`src/rtl/smlm_pkg.sv`:
```
// Shared constants and types of the serial memory lane mapper.
// Assumes a 50 MHz system clock; every user sits on that clock.
package smlm_pkg;

    // ************************************************************
    // Sizes
    // ************************************************************
    localparam int unsigned NUM_DEV = 4;
    localparam int unsigned LANES = 8;
    localparam int unsigned FIFO_DEPTH = 8;
    localparam int unsigned CNT_W = 8;

    // ************************************************************
    // Timing
    // ************************************************************
    localparam int unsigned CLK_NS = 20;
    localparam int unsigned SCK_PERIOD_NS = 160;
    // Least half period, rounded up to whole cycles
    localparam int unsigned SCK_HALF_CYC =
        ((SCK_PERIOD_NS / 2) + CLK_NS - 1) / CLK_NS;
    localparam int unsigned CS_GAP_NS = 40;
    localparam int unsigned CS_GAP_CYC =
        (CS_GAP_NS + CLK_NS - 1) / CLK_NS;

    // ************************************************************
    // Lane groups and reset values
    // ************************************************************
    localparam logic [1:0] GRP_LOW = 2'h0;
    localparam logic [1:0] GRP_HIGH = 2'h2;
    localparam logic [7:0] LANE_RST = 8'h00;
    localparam logic [3:0] SEL_IDLE = 4'hf;

    // ************************************************************
    // Types
    // ************************************************************
    typedef enum logic [1:0] {
        SMLM_W1,
        SMLM_W2,
        SMLM_W4,
        SMLM_W8
    } smlm_width_t;

    // One byte of a frame; the selects follow dev and dq of the first item only
    typedef struct packed {
        logic [1:0] dev;
        logic dq;
        logic rx;
        smlm_width_t width;
        logic last;
        logic [7:0] data;
    } smlm_item_t;

    typedef struct packed {
        logic [7:0] o;
        logic [7:0] oe;
    } smlm_lanes_t;

    localparam int unsigned ITEM_W = $bits(smlm_item_t);

endpackage : smlm_pkg

```
`src/rtl/smlm_sync.sv`:
```
// Two-stage synchroniser for a bus of independent level inputs.
// Assumes each bit is a slow level; no word coherence is promised.
`timescale 1ns/1ns
module smlm_sync #(
    parameter int unsigned W = 8
) (
    // Clock and reset
    input wire logic clk_sys,
    input wire logic rst_n,
    // Data
    input wire logic [W-1:0] async_i,
    output logic [W-1:0] sync_o
);

    typedef struct packed {
        logic [W-1:0] meta;
        logic [W-1:0] stable;
    } smlm_sync_state_t;

    smlm_sync_state_t s_q;
    smlm_sync_state_t s_d;

    // The first stage feeds only the second one
    always_comb begin
        s_d = s_q;
        s_d.meta = async_i;
        s_d.stable = s_q.meta;
    end

    always_ff @(posedge clk_sys) begin
        if (!rst_n) begin
            s_q <= '0;
        end else begin
            s_q <= s_d;
        end
    end

    assign sync_o = s_q.stable;

endmodule : smlm_sync

```
`src/rtl/smlm_fifo.sv`:
```
// Flip-flop FIFO with valid/ready on both sides.
// Assumes DEPTH is a power of two so the pointers wrap by themselves.
`timescale 1ns/1ns
module smlm_fifo #(
    parameter int unsigned W = 8,
    parameter int unsigned DEPTH = 8
) (
    // Clock and reset
    input wire logic clk_sys,
    input wire logic rst_n,
    // Fill side
    input wire logic [W-1:0] in_data,
    input wire logic in_valid,
    output logic in_ready,
    // Drain side
    output logic [W-1:0] out_data,
    output logic out_valid,
    input wire logic out_ready
);

    localparam int unsigned AW = (DEPTH > 1) ? $clog2(DEPTH) : 1;

    if (DEPTH < 2 || (DEPTH & (DEPTH - 1)) != 0) begin : g_bad_depth
        $error("FIFO depth must be a power of two, two or more");
    end

    typedef struct packed {
        logic [DEPTH-1:0][W-1:0] mem;
        logic [AW-1:0] wp;
        logic [AW-1:0] rp;
        logic [AW:0] cnt;
        logic rdy;
    } smlm_fifo_state_t;

    smlm_fifo_state_t s_q;
    smlm_fifo_state_t s_d;
    logic push;
    logic pop;

    always_comb begin
        s_d = s_q;
        push = in_valid && s_q.rdy;
        pop = (s_q.cnt != '0) && out_ready;
        if (push) begin
            s_d.mem[s_q.wp] = in_data;
            s_d.wp = AW'(s_q.wp + 1'b1);
        end
        if (pop) begin
            s_d.rp = AW'(s_q.rp + 1'b1);
        end
        s_d.cnt = (AW + 1)'(s_q.cnt + {AW'(0), push} - {AW'(0), pop});
        // Registered ready: full is honest one cycle ahead
        s_d.rdy = (s_d.cnt < (AW + 1)'(DEPTH));
    end

    always_ff @(posedge clk_sys) begin
        if (!rst_n) begin
            s_q <= '0;
        end else begin
            s_q <= s_d;
        end
    end

    assign in_ready = s_q.rdy;
    assign out_valid = (s_q.cnt != '0);
    assign out_data = s_q.mem[s_q.rp];

endmodule : smlm_fifo

```
`src/rtl/smlm_top.sv`:
```
// Lane mapper and bit serialiser of a serial memory interface master.
// Assumes the transfer engine sends frames as a stream of byte items
// and the memories are SPI mode 0 parts on up to four selects.
//
// Operation
// Every byte travels bit 7 first
// Single: SI lower lane out, SO upper in
// Dual: two bits per cycle, high on upper
// Quad: upper nibble, then lower nibble
// Octal: whole byte per cycle, bit 7 top
// Lane group placeable; only that group used
// One select per access on shared lanes
// Dual-quad uses two separate quad groups
// Dual-quad asserts both selects together
// Lower index low group, higher index high
// Dual-quad command bytes: same nibble both
// Dual-quad data: one octal cycle per byte
// Two-bit group code; quad, octal restricted
// Four fixed active-low selects, one per device
// Clock idles low, launch on falling edge
// Release lane drivers during wide reads
`timescale 1ns/1ns
module smlm_top #(
    parameter int unsigned FIFO_DEPTH = smlm_pkg::FIFO_DEPTH
) (
    // Clock and reset
    input wire logic clk_sys,
    input wire logic rst_n,
    // Byte items from the transfer engine
    input wire smlm_pkg::smlm_item_t item_data,
    input wire logic item_valid,
    output logic item_ready,
    // Static device configuration
    input wire logic [2*smlm_pkg::NUM_DEV-1:0] dev_grp,
    input wire logic [1:0] dq_partner,
    // Received bytes
    output logic [7:0] rx_byte,
    output logic rx_valid,
    // Status
    output logic busy,
    output logic cfg_err,
    // Memory pins
    output logic sck,
    output logic [smlm_pkg::NUM_DEV-1:0] sel_n,
    input wire logic [smlm_pkg::LANES-1:0] lane_i,
    output logic [smlm_pkg::LANES-1:0] lane_o,
    output logic [smlm_pkg::LANES-1:0] lane_oe
);

    // ************************************************************
    // Elaboration checks
    // ************************************************************
    if (smlm_pkg::SCK_HALF_CYC < 3) begin : g_bad_half
        $error("SCK half period too short for the input synchroniser");
    end
    if (smlm_pkg::NUM_DEV != 4) begin : g_bad_dev
        $error("Select logic is built for four devices");
    end

    // ************************************************************
    // State
    // ************************************************************
    typedef enum logic [2:0] {
        ST_IDLE,
        ST_LOW,
        ST_HIGH,
        ST_WAIT,
        ST_GAP
    } smlm_state_t;

    typedef struct packed {
        smlm_state_t st;
        logic [smlm_pkg::CNT_W-1:0] div;
        logic [2:0] left;
        logic sck;
        logic [3:0] sel_n;
        logic [7:0] sh;
        smlm_pkg::smlm_width_t width;
        logic rx;
        logic last;
        logic dq;
        logic [1:0] grp;
        logic [1:0] dev;
        smlm_pkg::smlm_lanes_t lanes;
        logic rx_valid;
        logic [7:0] rx_byte;
        logic busy;
        logic err;
    } smlm_top_state_t;

    localparam logic [smlm_pkg::CNT_W-1:0] HALF_LAST =
        smlm_pkg::CNT_W'(smlm_pkg::SCK_HALF_CYC - 1);
    localparam logic [smlm_pkg::CNT_W-1:0] GAP_LAST =
        smlm_pkg::CNT_W'(smlm_pkg::CS_GAP_CYC - 1);

    smlm_top_state_t s_q;
    smlm_top_state_t s_d;

    // ************************************************************
    // Input path: item FIFO and pin synchroniser
    // ************************************************************
    smlm_pkg::smlm_item_t q_item;
    logic q_valid;
    logic q_pop;
    logic [7:0] lane_s;

    smlm_fifo #(
        .W(smlm_pkg::ITEM_W),
        .DEPTH(FIFO_DEPTH)
    ) u_fifo (
        .clk_sys(clk_sys),
        .rst_n(rst_n),
        .in_data(item_data),
        .in_valid(item_valid),
        .in_ready(item_ready),
        .out_data(q_item),
        .out_valid(q_valid),
        .out_ready(q_pop)
    );

    smlm_sync #(
        .W(smlm_pkg::LANES)
    ) u_sync (
        .clk_sys(clk_sys),
        .rst_n(rst_n),
        .async_i(lane_i),
        .sync_o(lane_s)
    );

    // ************************************************************
    // Helpers
    // ************************************************************
    // Shifts per byte, less one
    function automatic logic [2:0] first_left(
        input smlm_pkg::smlm_width_t w
    );
        case (w)
            smlm_pkg::SMLM_W1: first_left = 3'h7;
            smlm_pkg::SMLM_W2: first_left = 3'h3;
            smlm_pkg::SMLM_W4: first_left = 3'h1;
            default: first_left = 3'h0;
        endcase
    endfunction : first_left

    // Group actually used; wide devices only sit where legal
    function automatic logic [1:0] eff_grp(
        input smlm_pkg::smlm_width_t w,
        input logic [1:0] g,
        input logic dq
    );
        if (dq || w == smlm_pkg::SMLM_W8) begin
            eff_grp = smlm_pkg::GRP_LOW;
        end else if (w == smlm_pkg::SMLM_W4) begin
            eff_grp = {g[1], 1'b0};
        end else begin
            eff_grp = g;
        end
    endfunction : eff_grp

    // Drive pattern of the current chunk, top bits of the shifter
    function automatic smlm_pkg::smlm_lanes_t lane_map(
        input logic [7:0] sh,
        input smlm_pkg::smlm_width_t w,
        input logic [1:0] g,
        input logic rx,
        input logic dq
    );
        smlm_pkg::smlm_lanes_t r;
        logic [2:0] b;
        r = '0;
        b = {g, 1'b0};
        case (w)
            // SI stays driven
            smlm_pkg::SMLM_W1: begin
                r.o[b] = sh[7];
                r.oe[b] = 1'b1;
            end
            // high bit upper
            smlm_pkg::SMLM_W2: begin
                r.o[3'(b + 3'h1)] = sh[7];
                r.o[b] = sh[6];
                r.oe[3'(b + 3'h1)] = !rx;
                r.oe[b] = !rx;
            end
            smlm_pkg::SMLM_W4: begin
                for (int i = 0; i < 4; i++) begin
                    // nibble ordering
                    r.o[3'(b + 3'(i))] = sh[4+i];
                    r.oe[3'(b + 3'(i))] = !rx;
                    // same nibble high
                    if (dq) begin
                        r.o[4+i] = sh[4+i];
                        r.oe[4+i] = !rx;
                    end
                end
            end
            // full byte
            default: begin
                r.o = sh;
                r.oe = {8{!rx}};
            end
        endcase
        lane_map = r;
    endfunction : lane_map

    // Shift out one chunk and take in the sampled one
    function automatic logic [7:0] next_sh(
        input logic [7:0] sh,
        input smlm_pkg::smlm_width_t w,
        input logic [1:0] g,
        input logic [7:0] in
    );
        logic [2:0] b;
        b = {g, 1'b0};
        case (w)
            // SO upper lane
            smlm_pkg::SMLM_W1: next_sh = {sh[6:0], in[3'(b + 3'h1)]};
            smlm_pkg::SMLM_W2: begin
                next_sh = {sh[5:0], in[3'(b + 3'h1)], in[b]};
            end
            smlm_pkg::SMLM_W4: begin
                next_sh = {sh[3:0], in[3'(b + 3'h3)], in[3'(b + 3'h2)],
                    in[3'(b + 3'h1)], in[b]};
            end
            default: next_sh = in;
        endcase
    endfunction : next_sh

    // ************************************************************
    // Next state
    // ************************************************************
    logic [1:0] item_grp;
    logic item_bad;
    logic [3:0] sel_mask;

    always_comb begin
        // group code and legality
        item_grp = eff_grp(q_item.width,
            dev_grp[2*q_item.dev +: 2], q_item.dq);
        item_bad = (item_grp != dev_grp[2*q_item.dev +: 2]) && !q_item.dq;
        // one-hot select
        sel_mask = 4'h1 << q_item.dev;
        // both selects
        if (q_item.dq) begin
            sel_mask = sel_mask | (4'h1 << dq_partner);
            // low index at bottom
            item_bad = item_bad || (dq_partner <= q_item.dev)
                || (dev_grp[2*q_item.dev +: 2] != smlm_pkg::GRP_LOW)
                || (dev_grp[2*dq_partner +: 2] != smlm_pkg::GRP_HIGH);
        end
    end

    always_comb begin
        s_d = s_q;
        s_d.rx_valid = 1'b0;
        q_pop = 1'b0;
        case (s_q.st)
            ST_IDLE: begin
                s_d.busy = 1'b0;
                if (q_valid) begin
                    q_pop = 1'b1;
                    // fixed select per device
                    s_d.sel_n = ~sel_mask;
                    s_d.dev = q_item.dev;
                    s_d.busy = 1'b1;
                    s_d.st = ST_LOW;
                end
            end
            ST_LOW: begin
                if (s_q.div == HALF_LAST) begin
                    s_d.div = '0;
                    s_d.sck = 1'b1;
                    s_d.st = ST_HIGH;
                end else begin
                    s_d.div = smlm_pkg::CNT_W'(s_q.div + 1'b1);
                end
            end
            ST_HIGH: begin
                if (s_q.div == HALF_LAST) begin
                    // falling edge launch
                    s_d.div = '0;
                    s_d.sck = 1'b0;
                    // shift from the top
                    s_d.sh = next_sh(s_q.sh, s_q.width, s_q.grp, lane_s);
                    if (s_q.left != 3'h0) begin
                        s_d.left = 3'(s_q.left - 1'b1);
                        s_d.st = ST_LOW;
                    end else begin
                        s_d.rx_valid = s_q.rx;
                        if (s_q.rx) begin
                            s_d.rx_byte = s_d.sh;
                        end
                        if (s_q.last) begin
                            s_d.sel_n = smlm_pkg::SEL_IDLE;
                            s_d.st = ST_GAP;
                        end else if (q_valid) begin
                            q_pop = 1'b1;
                            s_d.st = ST_LOW;
                        end else begin
                            s_d.st = ST_WAIT;
                        end
                    end
                end else begin
                    s_d.div = smlm_pkg::CNT_W'(s_q.div + 1'b1);
                end
            end
            ST_WAIT: begin
                // Clock parked low with select held; the frame stays open
                if (q_valid) begin
                    q_pop = 1'b1;
                    s_d.st = ST_LOW;
                end
            end
            ST_GAP: begin
                if (s_q.div == GAP_LAST) begin
                    s_d.div = '0;
                    s_d.busy = 1'b0;
                    s_d.st = ST_IDLE;
                end else begin
                    s_d.div = smlm_pkg::CNT_W'(s_q.div + 1'b1);
                end
            end
            default: begin
                s_d = '0;
                s_d.sel_n = smlm_pkg::SEL_IDLE;
            end
        endcase

        if (q_pop) begin
            s_d.sh = q_item.data;
            s_d.width = q_item.width;
            s_d.rx = q_item.rx;
            s_d.last = q_item.last;
            s_d.dq = q_item.dq;
            s_d.grp = item_grp;
            s_d.left = first_left(q_item.width);
            s_d.err = s_q.err || item_bad;
        end

        // only the chosen group, released on wide reads
        if (s_d.st == ST_IDLE || s_d.st == ST_GAP) begin
            s_d.lanes = '0;
        end else begin
            s_d.lanes = lane_map(s_d.sh, s_d.width, s_d.grp, s_d.rx,
                s_d.dq);
        end
    end

    always_ff @(posedge clk_sys) begin
        if (!rst_n) begin
            s_q <= '0;
            s_q.sel_n <= smlm_pkg::SEL_IDLE;
            s_q.lanes.o <= smlm_pkg::LANE_RST;
            s_q.lanes.oe <= smlm_pkg::LANE_RST;
        end else begin
            s_q <= s_d;
        end
    end

    // ************************************************************
    // Outputs
    // ************************************************************
    assign sck = s_q.sck;
    assign sel_n = s_q.sel_n;
    assign lane_o = s_q.lanes.o;
    assign lane_oe = s_q.lanes.oe;
    assign rx_byte = s_q.rx_byte;
    assign rx_valid = s_q.rx_valid;
    assign busy = s_q.busy;
    assign cfg_err = s_q.err;

endmodule : smlm_top

```
`config.mk`:
```
export PLATFORM = sky130hd
export DESIGN_NAME = smlm_top
export DESIGN_NICKNAME = d
export VERILOG_FILES = /design/src/rtl/smlm_pkg.sv /design/src/rtl/smlm_sync.sv /design/src/rtl/smlm_fifo.sv /design/src/rtl/smlm_top.sv
export SDC_FILE = /design/constraint.sdc
export NUM_CORES = 1
export LEC_CHECK = 0
export BUFFER_PORTS_ARGS = -buffer_cell sky130_fd_sc_hd__buf_2
export CORE_ASPECT_RATIO = 1.4
export CORE_UTILIZATION = 35
export CTS_CLUSTER_SIZE = 16
export DETAILED_ROUTE_END_ITERATION = 8
export HOLD_SLACK_MARGIN = 0.12
export PLACE_DENSITY = 0.53
export SLEW_MARGIN = 15
export SYNTH_ARGS = -nofsm -noshare
export SYNTH_HDL_FRONTEND = slang
export SYNTH_SLANG_ARGS = --single-unit
```
`constraint.sdc`:
```
create_clock -name clk_sys -period 2.8 [get_ports clk_sys]
set_input_delay 0.14 -clock clk_sys [delete_from_list [all_inputs] [get_ports clk_sys]]
set_output_delay 0.14 -clock clk_sys [all_outputs]
set_load 0.05 [all_outputs]
```
After elaboration in Yosys (flattened, before gate mapping)
Cells that the tools add are included.
{"block": "totals", "memories": 0, "input_bits": 36, "romBits": 0, "ram_bits": 0, "register_bits": 208, "latchBits": 0}
{"block": "op_classes", "n_mux": 93, "eq_ne": 27, "order_cmp": 17, "bitwise": 12, "div_mod_pow": 0, "add_sub_neg": 12, "reduce_logical": 37, "multipliers": 0, "n_shift": 4}
{"cell": "$bwmux 120", "count": 1}
{"cell": "$bwmux 8", "count": 8}
{"cell": "$pmux 16 s3", "count": 1}
{"cell": "$pmux 8 s3", "count": 2}
{"cell": "$bmux 15 s3", "count": 1}
{"cell": "$demux 15 s3", "count": 1}
{"cell": "$mux 15", "count": 3}
{"cell": "$lt 3x4->1 const B", "count": 10}
{"cell": "$mux 1", "count": 38}
{"cell": "$and 8x7->8", "count": 3}
{"cell": "$mux 3", "count": 8}
{"cell": "$mux 8", "count": 3}
{"cell": "$mux 9", "count": 2}
{"cell": "$pmux 9 s2", "count": 1}
{"cell": "$and 8x8->8", "count": 2}
{"cell": "$mux 16", "count": 1}
{"cell": "$mux 4", "count": 4}
{"cell": "$ne 2x2->1 const B", "count": 8}
{"cell": "$pmux 8 s2", "count": 1}
{"cell": "$shiftx 8x4->2", "count": 2}
{"cell": "$ge 3x1->1 const B", "count": 5}
{"cell": "$add 3x1->3 const B", "count": 4}
{"cell": "$add 3x2->3 const B", "count": 4}
{"cell": "$pmux 3 s4", "count": 1}
{"cell": "47 further kinds", "count": 88}

Logic depth before layout (Yosys ltp)
{"block": "depth", "depth_word": 26, "mapped_depth": 16}

Hierarchy
A second synthesis with hierarchy kept.
{"block": "unflattened", "cells_unflattened": 1030, "area_unflattened_um2": 10182.3}
{"mod": "smlm_fifo", "n_inst": 1, "cells_per_inst": 524, "area_each_um2": 5778.0}
{"mod": "smlm_top", "n_inst": 1, "cells_per_inst": 473, "area_each_um2": 3957.5}
{"mod": "smlm_sync", "n_inst": 1, "cells_per_inst": 33, "area_each_um2": 446.7}

Least setup slack after synthesis
Ideal clock, no wire load.
{"block": "synth_timing", "path_kind": "flip-flop to flip-flop", "start": "register s_q[49] in the netlist's numbering", "end": "register u_fifo.s_q (netlist bit u_fifo.in_ready)", "stages_incl_launch_ff": 17, "t_required_ns": 2.685, "synth_period_minus_slack_ns": 3.038, "setup_ns": 0.115, "path_slack_ns": -0.238, "arrival_time_ns": 2.924, "n_path_buf": 2, "cell_sequence": "dfxtp_1 > inv_1 > ha_1 > ha_1 > nor2b_1 > a41oi_2 > or2_1 > buf_6 > clkinv_1 > buf_1 > ha_1 > inv_1 > ha_1 > a21o_1 > a21oi_1 > xnor2_1 > and2_1"}
{"block": "synth_via", "elab_chain_len": 7}
{"item": "from (decl)", "line_no": "smlm_top.sv:96", "source": "smlm_top_state_t s_q;"}
{"item": "$reduce_bool 3->1", "line_no": "smlm_top.sv:285", "source": "if (s_q.left != 3'h0) begin"}
{"item": "$mux 1", "line_no": "smlm_top.sv:285"}
{"item": "$mux 1", "line_no": "smlm_top.sv:279", "source": "if (s_q.div == HALF_LAST) begin"}
{"item": "$pmux 1 s2", "line_no": "smlm_top.sv:257", "source": "case (s_q.st)"}
{"item": "$logic_and 1x1->1", "line_no": "smlm_fifo.sv:43", "source": "pop = (s_q.cnt != '0) && out_ready;"}
{"item": "net u_fifo.pop", "line_no": "smlm_fifo.sv:38", "source": "logic pop;"}
{"item": "$sub 4x1->4", "line_no": "smlm_fifo.sv:51", "source": "s_d.cnt = (AW + 1)'(s_q.cnt + {AW'(0), push} - {AW'(0), pop});"}
{"item": "$lt 4x4->1", "line_no": "smlm_fifo.sv:53", "source": "s_d.rdy = (s_d.cnt < (AW + 1)'(DEPTH));"}
{"item": "to (signal assigned)", "line_no": "smlm_fifo.sv:58", "source": "s_q <= '0;"}
{"item": "to (signal assigned)", "line_no": "smlm_fifo.sv:60", "source": "s_q <= s_d;"}
{"item": "to (decl)", "line_no": "smlm_fifo.sv:35", "source": "smlm_fifo_state_t s_q;"}
The timed path passes the listed nets, and every way through them passes these cells.
A chain may end at the register's enable or synchronous reset.

Worst setup path after layout
{"block": "layout_timing", "start": "register u_fifo.s_q[5] in the netlist's numbering", "end": "register s_q (netlist bit lane_o[4])"}
{"block": "layout_via", "elab_chain_len": 18, "word_cells_on_any_way": 46, "classes_between": "3 x add/sub; 8 x order compare; 4 x eq/ne; 1 x shift; 21 x mux; 3 x bitwise; 6 x reduce/logical"}
{"item": "$bmux 15 s3 *", "line_no": "smlm_fifo.sv:66", "source": "assign out_data = s_q.mem[s_q.rp];"}
{"item": "$mux 15 (implied by the code) *", "line_no": "smlm_fifo.sv:66"}
{"item": "$shiftx 8x4->2, or another cell as far along", "line_no": "smlm_top.sv:239", "source": "dev_grp[2*q_item.dev +: 2], q_item.dq);"}
{"item": "$mux 1 / $logic_or 1x1->1 (equally long branches)", "line_no": "smlm_top.sv:153, smlm_top.sv:151"}
{"item": "$mux 2", "line_no": "smlm_top.sv:151", "source": "if (dq || w == smlm_pkg::SMLM_W8) begin"}
{"item": "$mux 15 *", "line_no": "smlm_top.sv:329", "source": "if (q_pop) begin"}
{"item": "$lt 3x4->1 (implied by the code) / $ge 3x1->1 (equally long branches)", "line_no": "smlm_top.sv:175, smlm_top.sv:181, smlm_top.sv:188"}
{"item": "$logic_and 1x1->1 (implied by the code)", "line_no": "smlm_top.sv:175, smlm_top.sv:181, smlm_top.sv:188"}
{"item": "$mux 1 (implied by the code)", "line_no": "smlm_top.sv:175, smlm_top.sv:181, smlm_top.sv:188"}
{"item": "$demux 1 s2", "line_no": "smlm_top.sv:175, smlm_top.sv:181, smlm_top.sv:188"}
{"item": "$and 8x7->8 (no line)"}
{"item": "$mux 1", "line_no": "smlm_top.sv:191", "source": "if (dq) begin"}
{"item": "$mux 1", "line_no": "smlm_top.sv:172", "source": "case (w)"}
{"item": "$mux 1", "line_no": "smlm_top.sv:341", "source": "if (s_d.st == ST_IDLE || s_d.st == ST_GAP) begin"}
{"item": "$bwmux 8 (3 in a row)", "line_no": "smlm_top.sv:188", "source": "r.o[3'(b + 3'(i))] = sh[4+i];"}
{"item": "$pmux 16 s3 *", "line_no": "smlm_top.sv:172"}
Mark *: on every way between the ends. The rest lies on a longest branch, timed or not. The select of a mux whose other input is x is not followed.

==> key figures <==
Clock tree
  • TritonCTS clock tree: yes
  • Buffer type at the clock tree root: sky130_fd_sc_hd__clkbuf_16
  • Clock network latency to the later pin of the worst-skew pair: 0.52 ns
  • Clock slew at reported path FFs: 0.06 ns
  • Number of buffers created by CTS: 23
  • Number of buffers on the longest clock path: 3
  • # H-tree levels: 1
  • Sink count of the clock tree: between 200 and 250

Finish
  • Final cell utilization of the core: 0.4298
  • Final Net Count: roughly 1300
  • Layout area overhead: 20.50%
  • Share of layout cells above drive strength 1: 0.2228
  • Count of antenna diodes in the layout: 0

GRT
  • Via count of the first global-routing pass: 8287
  • Antenna violations before repair: 0
  • Largest net degree at the start of global routing: 150
  • First-pass GRT wire length: 44800 um
  • Residual overflow from global routing: 0
  • Gr usage total: 0.1994

Route
  • Routed Antenna Nets: 0
  • Remaining design rule violation count: 0
  • Vias per cell: 5.100
  • First-pass detailed-route iteration total: 5
  • Total via count in the routed design: 8252
  • Post-DR wirelength/cell: approximately 17 um
  • DRT iter0 DRCs: between 400 and 500
  • Detailed Route WL: 27900 um

Hold path
  • Number of cells traversed by the worst hold path: 5
  • Class of the most critical hold timing path: in -> reg
  • Hold wc startpoint: dev_grp[5]

Logic synthesis
  • Post-synthesis instance area: 9864 um^2
  • Simple-Gate Fraction of Synth Area: 0.2064
  • Count of warnings emitted by yosys: 0
  • Number of distinct library cell variants in the gate-level netlist after synthesis: 78
  • Ys flop type: sky130_fd_sc_hd__dfxtp_1
  • Multiplexer share of the synthesized area: 0.1206
  • Net Count, Synth: 1197
  • Post-synthesis compound-gate area fraction: 0.1480
  • Fraction of synthesized cell area in xor and xnor cells: 0.01154
  • Synth Area per Inst: approximately 8.6 um^2
  • Adder-cell share of the synthesized area: 0.01966
  • Post-synth EDFFs: 0
  • FF+latch count, synth: ~210
  • Synthesized instance count: 1147
  • Sequential share of the synthesized area: 0.4221
  • Largest family of logic cells by synthesized area: simple AND/OR/NAND/NOR gates
  • Synth async-reset ratio: 0

Timing
  • Post-layout minimum cycle time: 2.660 ns
  • Total count of max-transition violations in the final report: 0
  • Final setup violation count: 0
  • Actual transition at the worst max-transition pin: around 0.84 ns
  • Ratio of final minimum period to clock period: 0.9500
  • Tightest slew margin relative to the limit: 0.4411
  • Hold violation total from the final report: 0
  • Setup repair after global routing missed its margin: true
  • Skew final: 0.01961 ns
  • Highest clock rate: 0.3760 GHz

Setup path
  • Kind of critical path: reg -> reg
  • Largest fanout on the critical path: 6
  • Kind of end point of the critical path: flop
  • Origin of the worst setup path: u_fifo.s_q[5]
  • Crit path arrival time: just over 3 ns
  • Required time at the worst-slack endpoint: 3.19 ns
  • FF-to-FF path depth: 10
  • Nature of the critical path startpoint: flop
  • Reg2reg start: u_fifo.s_q[5]
  • Register-to-register path setup slack: about 0.14 ns

Power
  • Total Power: 9.916 mW
  • Power density normalized to cell area: roughly 830 nW/um^2
  • Worst IR Drop VDD: 492.5 uV
  • Leakage power: 4.332 nW

Floorplanning
  • Die width: 143.9 um
  • Std-Cell Rows: ~70
  • Number of top-level pins: a little under 70
  • Die boundary height: 200.6 um
  • Standard cell core area: 27660 um^2
  • Die Area: 28870 um^2
  • Starting density of the core: 0.3567

Placement
  • Placer Congestion: 0.9197
  • Hpwl dp: 18820 um
  • Count of input and output buffers: about 70

Run status
  • Result of the run: complete, no violations

Job
  • Max-capacitance violation count: 0
what timing repair did:
item | CTS | global route
pin swaps | 0 | 5
cloned | 0 | 2
resized for setup | 6 | 16
hold buffers | 27 | 0
hold endpoints to repair | 135 | 0
setup endpoints to repair | 4 | 20
setup buffers | 1 | 4
cells by family after synthesis:
logic type,count (synthesis)
AOI/OAI and AO/OA,244
xor gates and xnor gates,13
muxes,64
adders and majority gates,15
and+or+nand+nor,463
DFF,208
buffers and inverters,140
per-layer routing:
layer	wire (um)	GRT usage	share of wire
met5	0	0	0
met4	1089	0.08017	0.039
met3	937	0.02314	0.034
met2	14840	0.3713	0.53
met1	11030	0.2249	0.40
layout make-up:
| type | instances | area, um^2 |
|---|---|---|
| tap | 370 | 462.9 |
| fill | 2792 | 15770 |
| timing repair buffer | 177 | 1310 |
| inverter | 22 | 86.33 |
| clock inverter | 12 | 127.6 |
| multi-input combinational | 800 | 5087 |
| sequential | 208 | 4174 |
| clock buffer | 29 | 638.1 |
worst paths after layout:
| check | endpoint |
|---|---|
| max | lane_o[4] |
| min | s_q[30] |
| max reg2reg | lane_o[4] |
| min reg2reg | u_sync.sync_o[6] |
flip-flops by register name (all words and copies together) (netlist names):
register	flops
sel_n	4
u_sync.sync_o	8
u_sync.s_d	8
rx_valid	1
cfg_err	1
sck	1
rx_byte	8
busy	1
u_fifo.s_q	130
lane_oe	8
s_q	29
lane_o	8
u_fifo.in_ready	1
critical path: stages, from the launching register on:
cell	delay, ns
sky130_fd_sc_hd__dfxtp_4	0.39
sky130_fd_sc_hd__mux4_2	0.53
sky130_fd_sc_hd__mux2i_4	0.18
sky130_fd_sc_hd__buf_12	0.15
sky130_fd_sc_hd__mux2i_4	0.25
sky130_fd_sc_hd__mux2i_4	0.12
sky130_fd_sc_hd__a32o_2	0.28
sky130_fd_sc_hd__buf_4	0.15
sky130_fd_sc_hd__a41o_1	0.23
sky130_fd_sc_hd__a221oi_2	0.17
sky130_fd_sc_hd__nor3_1	0.07
layout by cell type, fill, tap and decap left out, types with 14 or more instances in the layout:
cell                              n
sky130_fd_sc_hd__buf_2           68
sky130_fd_sc_hd__nand2_1        287
sky130_fd_sc_hd__nor3_1          14
sky130_fd_sc_hd__nor2_1          65
sky130_fd_sc_hd__mux4_2          38
sky130_fd_sc_hd__and2_1          32
sky130_fd_sc_hd__buf_4           75
sky130_fd_sc_hd__clkbuf_16       24
sky130_fd_sc_hd__o21ai_0         17
sky130_fd_sc_hd__dfxtp_1        204
sky130_fd_sc_hd__inv_1           20
sky130_fd_sc_hd__dlygate4sd3_1   27
sky130_fd_sc_hd__a21oi_1        154
report_power, final:
part           total [mW]  internal, mW  switching, mW  leakage [nW]
sequential           3.41          3.21          0.199          1.69
clock                3.06          1.80           1.26         0.367
combinational        3.44          1.50           1.95          2.28
total                9.92          6.51           3.41          4.33
stage by stage:
| stage | instances | setup TNS (ns) | cell area [um^2] | hold WS (ns) | setup WS [ns] |
|---|---|---|---|---|---|
| global route | 1618 | -0.04133 | 11890 | 0.3505 | -0.02505 |
| floorplan | 1147 | 0 | 9874 | 0.2673 | 0.002984 |
| CTS | 1612 | 0 | 11770 | 0.2302 | 0.03954 |
| detailed placement | 1543 | -0.07316 | 10690 | 0.3496 | -0.04450 |
| finish | 1618 | 0 | 11890 | 0.2836 | 0.1401 |
| global placement | 1543 | -0.002405 | 10690 | 0.3481 | -0.002405 |
synth_stat cells, types with 9 or more instances:
cell type                  instances  share of area
sky130_fd_sc_hd__o21ai_0          17         0.0086
sky130_fd_sc_hd__clkbuf_1         57          0.022
sky130_fd_sc_hd__nand2b_1          9         0.0057
sky130_fd_sc_hd__nor3_1           17         0.0086
sky130_fd_sc_hd__ha_1             13          0.016
sky130_fd_sc_hd__inv_1            20         0.0076
sky130_fd_sc_hd__nand2_1         287           0.11
sky130_fd_sc_hd__mux4_2           38          0.087
sky130_fd_sc_hd__buf_4            28          0.021
sky130_fd_sc_hd__nor2_1           67          0.025
sky130_fd_sc_hd__clkbuf_2         15         0.0076
sky130_fd_sc_hd__buf_2            10         0.0051
sky130_fd_sc_hd__and2_1           32          0.020
sky130_fd_sc_hd__a21oi_1         154          0.078
sky130_fd_sc_hd__a31oi_1          12         0.0076
sky130_fd_sc_hd__dfxtp_1         208           0.42
sky130_fd_sc_hd__nand3_1          10         0.0051
sky130_fd_sc_hd__mux2i_1          17          0.017
(Power assumes the default switching activity.)
